`src/sram_ctl_cfg.svh`:
```
`ifndef SRAM_CTL_CFG_SVH
`define SRAM_CTL_CFG_SVH

// Clock and timing figures
`define CLK_PERIOD_NS      50
`define ACCESS_TIME_NS     20
`define ACCESS_CYCLES      ((`ACCESS_TIME_NS + `CLK_PERIOD_NS - 1) / `CLK_PERIOD_NS)
`define WRITE_PULSE_NS     12
`define WRITE_CYCLES       ((`WRITE_PULSE_NS + `CLK_PERIOD_NS - 1) / `CLK_PERIOD_NS)
`define TURN_TIME_NS       9
`define TURN_CYCLES        ((`TURN_TIME_NS + `CLK_PERIOD_NS - 1) / `CLK_PERIOD_NS)

// Memory geometry
`define ADDR_WIDTH         17
`define DATA_WIDTH         8

`endif

```
`src/sram_ctl_pkg.sv`:
```
package sram_ctl_pkg;

    // Controller sequencer states, one-hot
    typedef enum logic [5:0] {
        ST_IDLE  = 6'b00_0001,
        ST_RSET  = 6'b00_0010,
        ST_RWAIT = 6'b00_0100,
        ST_WSET  = 6'b00_1000,
        ST_WPULS = 6'b01_0000,
        ST_TURN  = 6'b10_0000
    } ctl_state_t;

endpackage

```
`src/sram_host_ctl.sv`:
```
`timescale 1ns/10ps
`include "sram_ctl_cfg.svh"

// Behaviour
// - Write strobe held high during reads
// - Address valid before select falls
// - Address reads keep select, enable low
// - Host never drives while memory drives
module sram_host_ctl #(
    parameter int ADDR_W = `ADDR_WIDTH,
    parameter int DATA_W = `DATA_WIDTH
) (
    input  wire logic              mclk_in,
    input  wire logic              rst_in,
    input  wire logic              req_valid_in,
    input  wire logic              req_write_in,
    input  wire logic [ADDR_W-1:0] req_addr_in,
    input  wire logic [DATA_W-1:0] req_wdata_in,
    output logic                   req_ready_out,
    output logic                   rd_valid_out,
    output logic [DATA_W-1:0]      rd_data_out,
    output logic [ADDR_W-1:0]      address_lines_out,
    output logic                   chip_sel_n_out,
    output logic                   write_strobe_n_out,
    output logic                   out_drive_n_out,
    input  wire logic [DATA_W-1:0] data_lines_in,
    output logic [DATA_W-1:0]      data_lines_out,
    output logic                   data_lines_oe_out
);
    import sram_ctl_pkg::*;

    localparam logic [3:0] ACC_CNT  = 4'(`ACCESS_CYCLES);
    localparam logic [3:0] WR_CNT   = 4'(`WRITE_CYCLES);
    localparam logic [3:0] TURN_CNT = 4'(`TURN_CYCLES);

    // ------------------------------------------------------------
    // State and counters
    // ------------------------------------------------------------
    ctl_state_t        state_r;
    ctl_state_t        state_nxt;
    logic [3:0]        cnt_r;
    logic [3:0]        cnt_nxt;
    logic [DATA_W-1:0] sync1_r;
    logic [DATA_W-1:0] sync2_r;

    // Request accepted only when idle, so one access is in flight
    wire take_w   = req_valid_in && (state_r == ST_IDLE);
    wire cnt_done = (cnt_r == 4'h0);

    // ------------------------------------------------------------
    // Next-state decode
    // ------------------------------------------------------------
    always_comb begin
        state_nxt = state_r;
        cnt_nxt   = cnt_done ? 4'h0 : cnt_r - 4'h1;
        case (state_r)
            ST_IDLE: begin
                if (take_w) begin
                    state_nxt = req_write_in ? ST_WSET : ST_RSET;
                    cnt_nxt   = req_write_in ? WR_CNT : ACC_CNT;
                end
            end
            ST_RSET: begin
                // Reload stretches the read past the synchroniser delay
                state_nxt = ST_RWAIT;
                cnt_nxt   = cnt_r + 4'h2;
            end
            ST_RWAIT: begin
                // Two extra cycles cover the data synchroniser
                if (cnt_done) begin
                    state_nxt = ST_TURN;
                    cnt_nxt   = TURN_CNT;
                end
            end
            ST_WSET:  state_nxt = ST_WPULS;
            ST_WPULS: begin
                if (cnt_done) begin
                    state_nxt = ST_TURN;
                    cnt_nxt   = TURN_CNT;
                end
            end
            ST_TURN:  if (cnt_done) state_nxt = ST_IDLE;
            default:  state_nxt = ST_IDLE;
        endcase
    end

    // Write decode is shared by the strobe, the bus drive and the checks
    function automatic logic is_write_state(input ctl_state_t s);
        return (s == ST_WSET) || (s == ST_WPULS);
    endfunction

    // Read phase is stretched by the two synchroniser stages
    wire rd_phase   = (state_r == ST_RSET) || (state_r == ST_RWAIT);
    wire wr_phase   = is_write_state(state_r);
    wire rd_capture = (state_r == ST_RWAIT) && cnt_done;
    wire wr_next    = is_write_state(state_nxt);
    wire rd_next    = (state_nxt == ST_RWAIT);
    // Bus stays driven one cycle past the strobe: zero hold time, no race
    wire hold_data  = (state_r == ST_WPULS);

    // ------------------------------------------------------------
    // Sequencer registers
    // ------------------------------------------------------------
    always_ff @(posedge mclk_in or posedge rst_in) begin
        if (rst_in) begin
            state_r <= ST_IDLE;
            cnt_r   <= 4'h0;
        end else begin
            state_r <= state_nxt;
            cnt_r   <= cnt_nxt;
        end
    end

    // Read data arrives from pins, so it passes two flops first
    always_ff @(posedge mclk_in or posedge rst_in) begin
        if (rst_in) begin
            sync1_r <= '0;
            sync2_r <= '0;
        end else begin
            sync1_r <= data_lines_in;
            sync2_r <= sync1_r;
        end
    end

    // ------------------------------------------------------------
    // Pin drive; all outputs registered
    // ------------------------------------------------------------
    // Address set a cycle before select falls and held to the end
    always_ff @(posedge mclk_in or posedge rst_in) begin
        if (rst_in) begin
            address_lines_out  <= '0;
            chip_sel_n_out     <= 1'b1;
            write_strobe_n_out <= 1'b1;
            out_drive_n_out    <= 1'b1;
            data_lines_out     <= '0;
            data_lines_oe_out  <= 1'b0;
        end else begin
            if (take_w) begin
                address_lines_out <= req_addr_in;
                data_lines_out    <= req_wdata_in;
            end
            chip_sel_n_out     <= !(rd_next || state_nxt == ST_WPULS);
            write_strobe_n_out <= !wr_next;
            out_drive_n_out    <= !rd_next;
            data_lines_oe_out  <= wr_next || hold_data;
        end
    end

    // Read word returned to the user with a one-cycle valid
    always_ff @(posedge mclk_in or posedge rst_in) begin
        if (rst_in) begin
            rd_valid_out  <= 1'b0;
            rd_data_out   <= '0;
            req_ready_out <= 1'b0;
        end else begin
            rd_valid_out  <= rd_capture;
            if (rd_capture)
                rd_data_out <= sync2_r;
            req_ready_out <= (state_nxt == ST_IDLE);
        end
    end
endmodule

```
`config.mk`:
```
export PLATFORM = sky130hd
export DESIGN_NAME = sram_host_ctl
export DESIGN_NICKNAME = d
export VERILOG_FILES = /design/src/sram_ctl_pkg.sv /design/src/sram_host_ctl.sv
export VERILOG_INCLUDE_DIRS = /design/src
export SDC_FILE = /design/constraint.sdc
export NUM_CORES = 1
export LEC_CHECK = 0
export ABC_CLOCK_PERIOD_IN_PS = 2950
export BUFFER_PORTS_ARGS = -buffer_cell sky130_fd_sc_hd__buf_2
export CAP_MARGIN = 5
export CORE_UTILIZATION = 40
export CTS_CLUSTER_DIAMETER = 100
export CTS_CLUSTER_SIZE = 30
export DETAILED_ROUTE_END_ITERATION = 10
export HOLD_SLACK_MARGIN = 0.1
export MAX_ROUTING_LAYER = met4
export PLACE_DENSITY = 0.69
export SYNTH_ARGS = -nofsm -noshare
export SYNTH_HDL_FRONTEND = slang
export SYNTH_SLANG_ARGS = --single-unit
```
`constraint.sdc`:
```
create_clock -name mclk_in -period 2.95 [get_ports mclk_in]
set_input_delay 0.1475 -clock mclk_in [delete_from_list [all_inputs] [get_ports mclk_in]]
set_output_delay 0.1475 -clock mclk_in [all_outputs]
set_load 0.05 [all_outputs]
```
* Word level (Yosys, flattened, before mapping)
Cells that the tools add are included.
Cells by class: add/subtract/negate cells 2, multiply operators 0, divide/modulo/power cells 0, magnitude comparators 0, equal/unequal tests 10, shift-type cells 0, mux-type cells 9, bitwise operators 0, reductions and logical operators 10
Operators with widths (count):
- $pmux 6 s5 | 1
- $mux 6 | 3
- $mux 4 | 4
- $eq 6x1->1 const B | 2
- $eq 6x3->1 const B | 2
- $eq 6x4->1 const B | 2
- $eq 6x5->1 const B | 2
- $pmux 4 s3 | 1
- $eq 6x2->1 const B | 1
- $eq 6x6->1 const B | 1
- $add 4x2->4 const B | 1
- $logic_not 4->1 | 1
- $sub 4x1->4 const B | 1
- $logic_not 1->1 | 3
- $logic_or 1x1->1 | 3
- $logic_and 1x1->1 | 2
- $reduce_or 2->1 | 1
Word-level totals: register bits after elaboration 65, latch bits 0, RAM bits 0, memory bits (read-only) 0, bits of input ports 37, logic and storage cells 44, memories 0

* Longest topological paths before layout
Gate-level depths: netlist of the first run.
word-level depth 7, depth in mapped cells 7, mapped depth without buffers 6

* Worst setup path before layout of the first run
Ideal clock, no wire load.
path kind flip-flop to flip-flop, start reg cnt_r[1], end reg rd_data_out[0], data arrival time 1.771 ns, data required time 2.822 ns, path slack 1.051 ns, cell stages (with the launch flop) 8, buffers on the path 1, clock period less this slack 1.899 ns, path through dfrtp_1 inv_1 ha_1 or3b_1 buf_2 nor2_1 nand3_2 mux2_1
Between the ends: cells in the longest elaborated chain, start to end 2
Ends and longest elaborated chain:
- start: declaration | RTL line sram_host_ctl.sv:41 | logic [3:0] cnt_r;
- start signal: assignment | RTL line sram_host_ctl.sv:110 | cnt_r <= cnt_nxt;
- $logic_not 4->1 | RTL line sram_host_ctl.sv:48 | wire cnt_done = (cnt_r == 4'h0);
- $logic_and 1x1->1 | RTL line sram_host_ctl.sv:95 | wire rd_capture = (state_r == ST_RWAIT) && cnt_done;
- end signal: assignment | RTL line sram_host_ctl.sv:158 | rd_data_out <= sync2_r;
- end: declaration | RTL line sram_host_ctl.sv:21 | output logic [DATA_W-1:0] rd_data_out,
No other way between the ends. A chain may end at the register's enable or synchronous reset.

* Final worst setup path of the first run
start reg cnt_r[1], end reg rd_data_out[4]
The elaborated chain is that of the path after synthesis.

==> reports/qor.txt, run 1 <==
Hold Crit Class - input pin to flip-flop
Source of the worst hold timing path - req_valid_in
Final Hold Fails - 0
Crit. End Element - flip-flop
Number of synthesized register bits - 65
Pint - 2.24 mW
Psw - 1.98 mW
Final ANT Viol Nets - 0
Antenna violations before repair - 0
Lkg Pwr - 1.85 nW
Clock power frac - 0.207
Total number of vias - 1,980
Top Ports - 76
Most area-hungry cell type in the Yosys netlist - dfrtp_1
Placeable Area - 5990 um^2
Clk sinks - 65
Status - completed
Post-synth cell types - 37
Worst Path Max Fanout - 8
Final WL - 5490 um
Root buffer cell - clkbuf_8
Top-area cell type share of the netlist area - 0.608
Dpl cells - 370
Die ar. - 6600 um^2
Diode count - 0
Fin crit share - 0.709
Deepest clock path buffer count - 2
DR iter-0 viols - 144
DR vias/cell - 4.70
WL/cell - 13.0 um
Area Overhead vs Synth - 41.4%
Initial cell density of the core - 0.419
WP data arrival - 2310 ps
Sequential area share after synthesis - 0.650
Final Total Pwr - 4.22 mW
R2R Path Start - cnt_r[1]
Die height - 81.2 um
Cell Rows - 28
Synth Flop Type - dfrtp_1
Sw frac - 0.469
Final HPWL DP - 3240 um
Placed Area - 2960 um^2
Fin Setup TNS - 0 ps
DRC errors left - 0
Reg clk slew, reported paths - 80 ps
RSZ-0062 raised after global routing - false
Metal3 WL - 271 um
Nets - 383
Overflow left after global routing - 0
Number of max-cap violations - 0
I/O Buffers - 75
CTS tree - done
GRT Util Overall - 0.191
CTS H-tree lvls - 3
Critical path required time - 3170 ps
Wire length on met2 - 2690 um
Metal-1 WL - 2440 um
Post-synth EDFFs - 0
Clock period minus worst slack - 2090 ps
Worst slew pin tran - 934 ps
Final slew viol count - 0
CP startpoint kind - flip-flop
Share of layout cells above drive strength 1 - 0.298
Mapped Cells - 226
Syn avg cell area - 11.1 um^2
VDD IR max - 0.843 mV
Syn Nets - 268
Most common cell in the synthesized netlist - nand2_1
R2R setup slack - 860 ps
Cell area after synthesis - 2510 um^2
Setup Buffers After CTS - 0
RD Place Congestion - 0.734
Vias in the first global route - 1,939
Ys Warns - 0
Synth area leaders - dfrtp_1 61%, nand2_1 12%, dfstp_2 4.2%
Worst R2R Path Depth - 6
Post-Layout Cell Count - 421
Clk_lat worst skew - 340 ps
Fmax - 478 MHz
CP Class - flip-flop to flip-flop
Final Cell Area - 3550 um^2
Die width - 81.2 um
Pre-antenna DRT Iters - 4
Flop pwr share - 0.335
Setup-failing EPs final - 0
Reg-to-reg endpoint - rd_data_out[4]
Commonest cells in the netlist - 82 x nand2_1, 61 x dfrtp_1, 9 x nor2_1
Worst rel slew slack - 0.377
Hold EP - state_r[1]
Highest Signal Layer - met4
Clock skew - 8.29 ps
Global-route wire length before repair - 8900 um
Num CTS Buffers - 9
Combinational Power Share - 0.459
Hold Path Cell Cnt - 3
Asr flop ratio synth - 1.00
Largest net degree at the start of global routing - 48
PD cells - 1190 nW/um^2
## routing by layer
layer	GRT usage	vias up
met5	-	-
met4	0.0911	0
met3	0.0506	10
met2	0.291	69
met1	0.237	936
li1	-	965
## layout by cell type, fill, tap and decap left out, types with 2 or more instances in the layout
cell           Yosys  routed
o21ai_0            4       4
clkbuf_8           0      10
buf_2              6      75
dfrtp_1           61      61
mux2_1             8       8
o221ai_1           2       2
xor2_1             2       2
a21oi_1            2       2
nor3b_1            2       2
mux2i_1            2       2
inv_1              6       5
dfstp_2            4       4
xnor2_1            3       3
ha_1               5       5
inv_6              0       2
buf_4              0       4
bufinv_16          0       2
nor2_1             9       9
dlygate4sd3_1      0      35
nand2_1           82      82
nor3_1             4       4
## worst max path at each step
| stage | startpoint | end | slack [ps] | cells after the start |
|---|---|---|---|---|
| floorplan | cnt_r[1] | rd_data_out[0] | 1050 | 7 |
| global placement | cnt_r[1] | rd_data_out[1] | 920 | 6 |
| detailed placement | cnt_r[1] | rd_data_out[4] | 870 | 6 |
| CTS | cnt_r[1] | rd_data_out[2] | 860 | 6 |
| global route | cnt_r[1] | rd_data_out[4] | 720 | 6 |
| finish | cnt_r[1] | rd_data_out[4] | 860 | 6 |
## critical path: stages (launching register included)
cell,delay [ps]
dfrtp_1,380
inv_1,140
ha_1,200
or3b_1,490
nor2_1,170
nand3_2,210
mux2_1,390
## sequential cells by signal, summed over array words and instances, names as in the netlist
| signal | count |
|---|---|
| chip_sel_n_out | 1 |
| write_strobe_n_out | 1 |
| rd_data_out | 8 |
| data_lines_out | 8 |
| out_drive_n_out | 1 |
| state_r | 6 |
| sync2_r | 8 |
| rd_valid_out | 1 |
| req_ready_out | 1 |
| sync1_r | 8 |
| address_lines_out | 17 |
| cnt_r | 4 |
| data_lines_oe_out | 1 |
## power by group through the flow
stage / Clock (mW) / Combinational [mW] / Sequential (mW)
2_1_floorplan: 0 / 0.640 / 2.24
3_3_place_gp: 0 / 1.86 / 1.42
3_5_place_dp: 0 / 1.90 / 1.42
4_1_cts: 0.903 / 1.93 / 1.41
5_1_grt: 0.932 / 2.08 / 1.45
6_report: 0.872 / 1.94 / 1.41
## cell families (layout without fill, tap and decap cells)
logic type      Yosys count  count (layout)  synth area share
simple gates            109             109             0.193
compound gates           16              16            0.0439
buf+inv                  16             136            0.0269
fa+ha+maj                 5               5            0.0249
mux                      10              10            0.0439
flops                    65              65             0.650
xor+xnor                  5               5            0.0175
## per-stage QoR
step / worst slack [ps] / hold slack, ps / utilization
2_1_floorplan: 1050 / 179 / -
3_3_place_gp: 917 / 256 / 0.495
3_5_place_dp: 866 / 257 / 0.495
4_1_cts: 858 / 145 / 0.593
5_1_grt: 717 / 178 / 0.593
6_report: 858 / 168 / 0.593
## what timing repair did
action	in CTS	in global routing
setup endpoints to repair	0	0
resized for setup	0	0
hold endpoints to repair	77	0
hold buffers	35	0
## layout make-up
cell class              count  area, um^2
well taps                  75        93.8
flip-flops and latches     65        1630
clock inverters             6        97.6
multi-input cells         145         811
fillers                   488        2440
repair buffers            114         756
inverters                   6        22.5
clock buffers              10         138
No activity file was read; power rests on OpenSTA's default activity.
==> run 2: changes to the inputs <==
--- a/config.mk
+++ b/config.mk
@@ -6,7 +6,7 @@
 export SDC_FILE = /design/constraint.sdc
 export NUM_CORES = 1
 export LEC_CHECK = 0
-export ABC_CLOCK_PERIOD_IN_PS = 2950
+export ABC_CLOCK_PERIOD_IN_PS = 1700
 export BUFFER_PORTS_ARGS = -buffer_cell sky130_fd_sc_hd__buf_2
 export CAP_MARGIN = 5
 export CORE_UTILIZATION = 40
@@ -15,7 +15,7 @@
 export DETAILED_ROUTE_END_ITERATION = 10
 export HOLD_SLACK_MARGIN = 0.1
 export MAX_ROUTING_LAYER = met4
-export PLACE_DENSITY = 0.69
+export PLACE_DENSITY = 0.71
 export SYNTH_ARGS = -nofsm -noshare
 export SYNTH_HDL_FRONTEND = slang
 export SYNTH_SLANG_ARGS = --single-unit
==> constraint.sdc (replaced) <==
create_clock -name mclk_in -period 1.7 [get_ports mclk_in]
set_input_delay 0.085 -clock mclk_in [delete_from_list [all_inputs] [get_ports mclk_in]]
set_output_delay 0.085 -clock mclk_in [all_outputs]
set_load 0.05 [all_outputs]
==> run 2 against run 1 <==
- clock skew up 2.4 ps
- utilization rose by 4.3 points
- maximum frequency increased by 19%
- hold slack better by 39 ps
- combinational power increased by 100%
- cell count up 5.5%
- setup slack got worse by 910 ps
- the run now ends with negative setup slack left
- critical path depth unchanged
- largest cell class unchanged
- count of clock-buffer cells in the layout increased by 1
- clock power rose by 46%
- global-route usage grew 2.6 points
- sequential share of layout area is 3.1 points lower
==> reports/qor.txt, run 2 (synthesized netlist as in run 1, its figures left out) <==
Status - finished with violations
Failing checks - negative setup slack
Largest Register - address_lines_out
Clock skew - 10.7 ps
Largest net degree at the start of global routing - 66
Final Hold Fails - 0
CP Class - flip-flop to flip-flop
Most common cell after layout, fill and taps aside - nand2_1
CP max stage delay - 400 ps
R2R Path Start - cnt_r[1]
CP max stage cell - dfrtp_1
Clock power frac - 0.166
WP data arrival - 1980 ps
Psw - 3.57 mW
Global route hottest layer - met2
Global-route wire length before repair - 10,200 um
R2R setup slack - -50 ps
Area Overhead vs Synth - 51.8%
Most frequent cells in the layout - 82 x nand2_1, 75 x buf_2, 61 x dfrtp_1
Worst rel slew slack - 0.713
Clock period minus worst slack - 1750 ps
CP Cell Sequence - inv_2 -> ha_4 -> or3b_4 -> nor2_4 -> nand3_4 -> mux2_4
Diode count - 0
Worst slew pin tran - 428 ps
Number of flip-flops in the largest register - 17
Lkg Pwr - 1.99 nW
Initial cell density of the core - 0.419
Final WL - 6280 um
Met3 usage - 0.0461
RSZ-0062 raised after global routing - true
GRT Util Overall - 0.217
Placeable Area - 5990 um^2
Hold Path Cell Cnt - 3
GRT met2 Usage - 0.358
Util after Layout - 0.636
Clk sinks - 65
VDD IR max - 1.51 mV
Setup-failing EPs final - 12
Source of the worst hold timing path - req_valid_in
Antenna violations before repair - 0
Pre-CTS setup slack - -66.3 ps
Share of layout cells above drive strength 1 - 0.396
Met1 Resource Use GR - 0.253
Die ar. - 6600 um^2
Final ANT Viol Nets - 0
DRC errors left - 0
Fin crit share - 1.03
PD cells - 2010 nW/um^2
WL/cell - 14.1 um
Final worst slack - -53.4 ps
Die height - 81.2 um
Die width - 81.2 um
Deepest clock path buffer count - 2
Combinational Power Share - 0.517
Num CTS Buffers - 9
Clk_lat worst skew - 340 ps
Final HPWL DP - 3610 um
CTS tree - done
Total number of vias - 2,093
Vias in the first global route - 2,133
Worst R2R Path Depth - 6
Number of max-cap violations - 0
Pint - 4.08 mW
DR iter-0 viols - 217
DR vias/cell - 4.71
Reg-to-reg endpoint - rd_data_out[0]
Reg clk slew, reported paths - 70 ps
Worst Path Max Fanout - 8
Pre-antenna DRT Iters - 4
Overflow left after global routing - 0
Crit. End Element - flip-flop
CP startpoint kind - flip-flop
Top Ports - 76
Hold Crit Class - input pin to flip-flop
Fillers - 441
Final slew viol count - 0
Nets - 406
Final Total Pwr - 7.65 mW
Cell Rows - 28
Hold EP - state_r[0]
RD Place Congestion - 0.906
Flop pwr share - 0.317
CTS H-tree lvls - 3
Fmax - 570 MHz
Critical path required time - 1920 ps
Root buffer cell - clkbuf_8
Sw frac - 0.467
I/O Buffers - 75
==> run 2: power groups by stage <==
stage                     clock network (mW)  logic [mW]  registers (mW)
final                                   1.27        3.95            2.43
after CTS                               1.29        3.82            2.41
after floorplan                            0        1.24            3.90
after global routing                    1.37        4.25            2.48
after detailed placement                   0        3.71            2.41
after global placement                     0        3.63            2.42
==> run 2: repair_timing <==
action	in CTS	in global routing
setup buffers	3	2
hold endpoints to repair	98	0
gates resized for setup	2	12
gates cloned	0	0
hold buffers	35	0
setup endpoints to repair	9	41
pin swaps	0	5
==> run 2: stage by stage <==
stage / cells / setup TNS (ps) / hold WS, ps / area [um^2]
6_report: 444 / -466 / 207 / 3810
3_5_place_dp: 388 / -436 / 194 / 3170
5_1_grt: 444 / -1110 / 205 / 3810
2_1_floorplan: 226 / -687 / 116 / 2580
4_1_cts: 442 / -199 / 192 / 3740
3_3_place_gp: 388 / -127 / 194 / 3170
==> run 2: final cells by class <==
type                    instances  area (um^2)  area share
well taps                      75         93.8      0.0246
flip-flops and latches         65         1630       0.428
inverters                       6         26.3     0.00690
multi-input cells             145          918       0.241
clock inverters                 5         56.3      0.0148
repair buffers                137          952       0.250
clock buffers                  11          131      0.0345
==> run 2: routing by layer <==
layer | part of all wire | vias to the layer above
met5 | 0 | -
met1 | 0.41 | 1003
met4 | 0.018 | 0
met2 | 0.52 | 70
li1 | - | 1010
met3 | 0.043 | 10
==> run 2: how the worst max path moves through the flow <==
stage / cells after the start / endpoint / startpoint / slack, ps
after floorplan: 7 / rd_data_out[0] / cnt_r[1] / -90
after global placement: 6 / rd_data_out[5] / cnt_r[1] / -20
after detailed placement: 6 / rd_data_out[0] / cnt_r[1] / -70
after CTS: 6 / rd_data_out[0] / cnt_r[1] / -40
after global routing: 6 / rd_data_out[5] / cnt_r[1] / -100
final: 6 / rd_data_out[0] / cnt_r[1] / -50
==> run 2: worst max-delay path, delay by kind of cell, from the launching register on <==
kind                       cells  cell delay [ps]
and+or+nand+nor                3              680
adders and majority gates      1              130
muxes                          1              350
DFF                            1              400
buffers and inverters          1               90
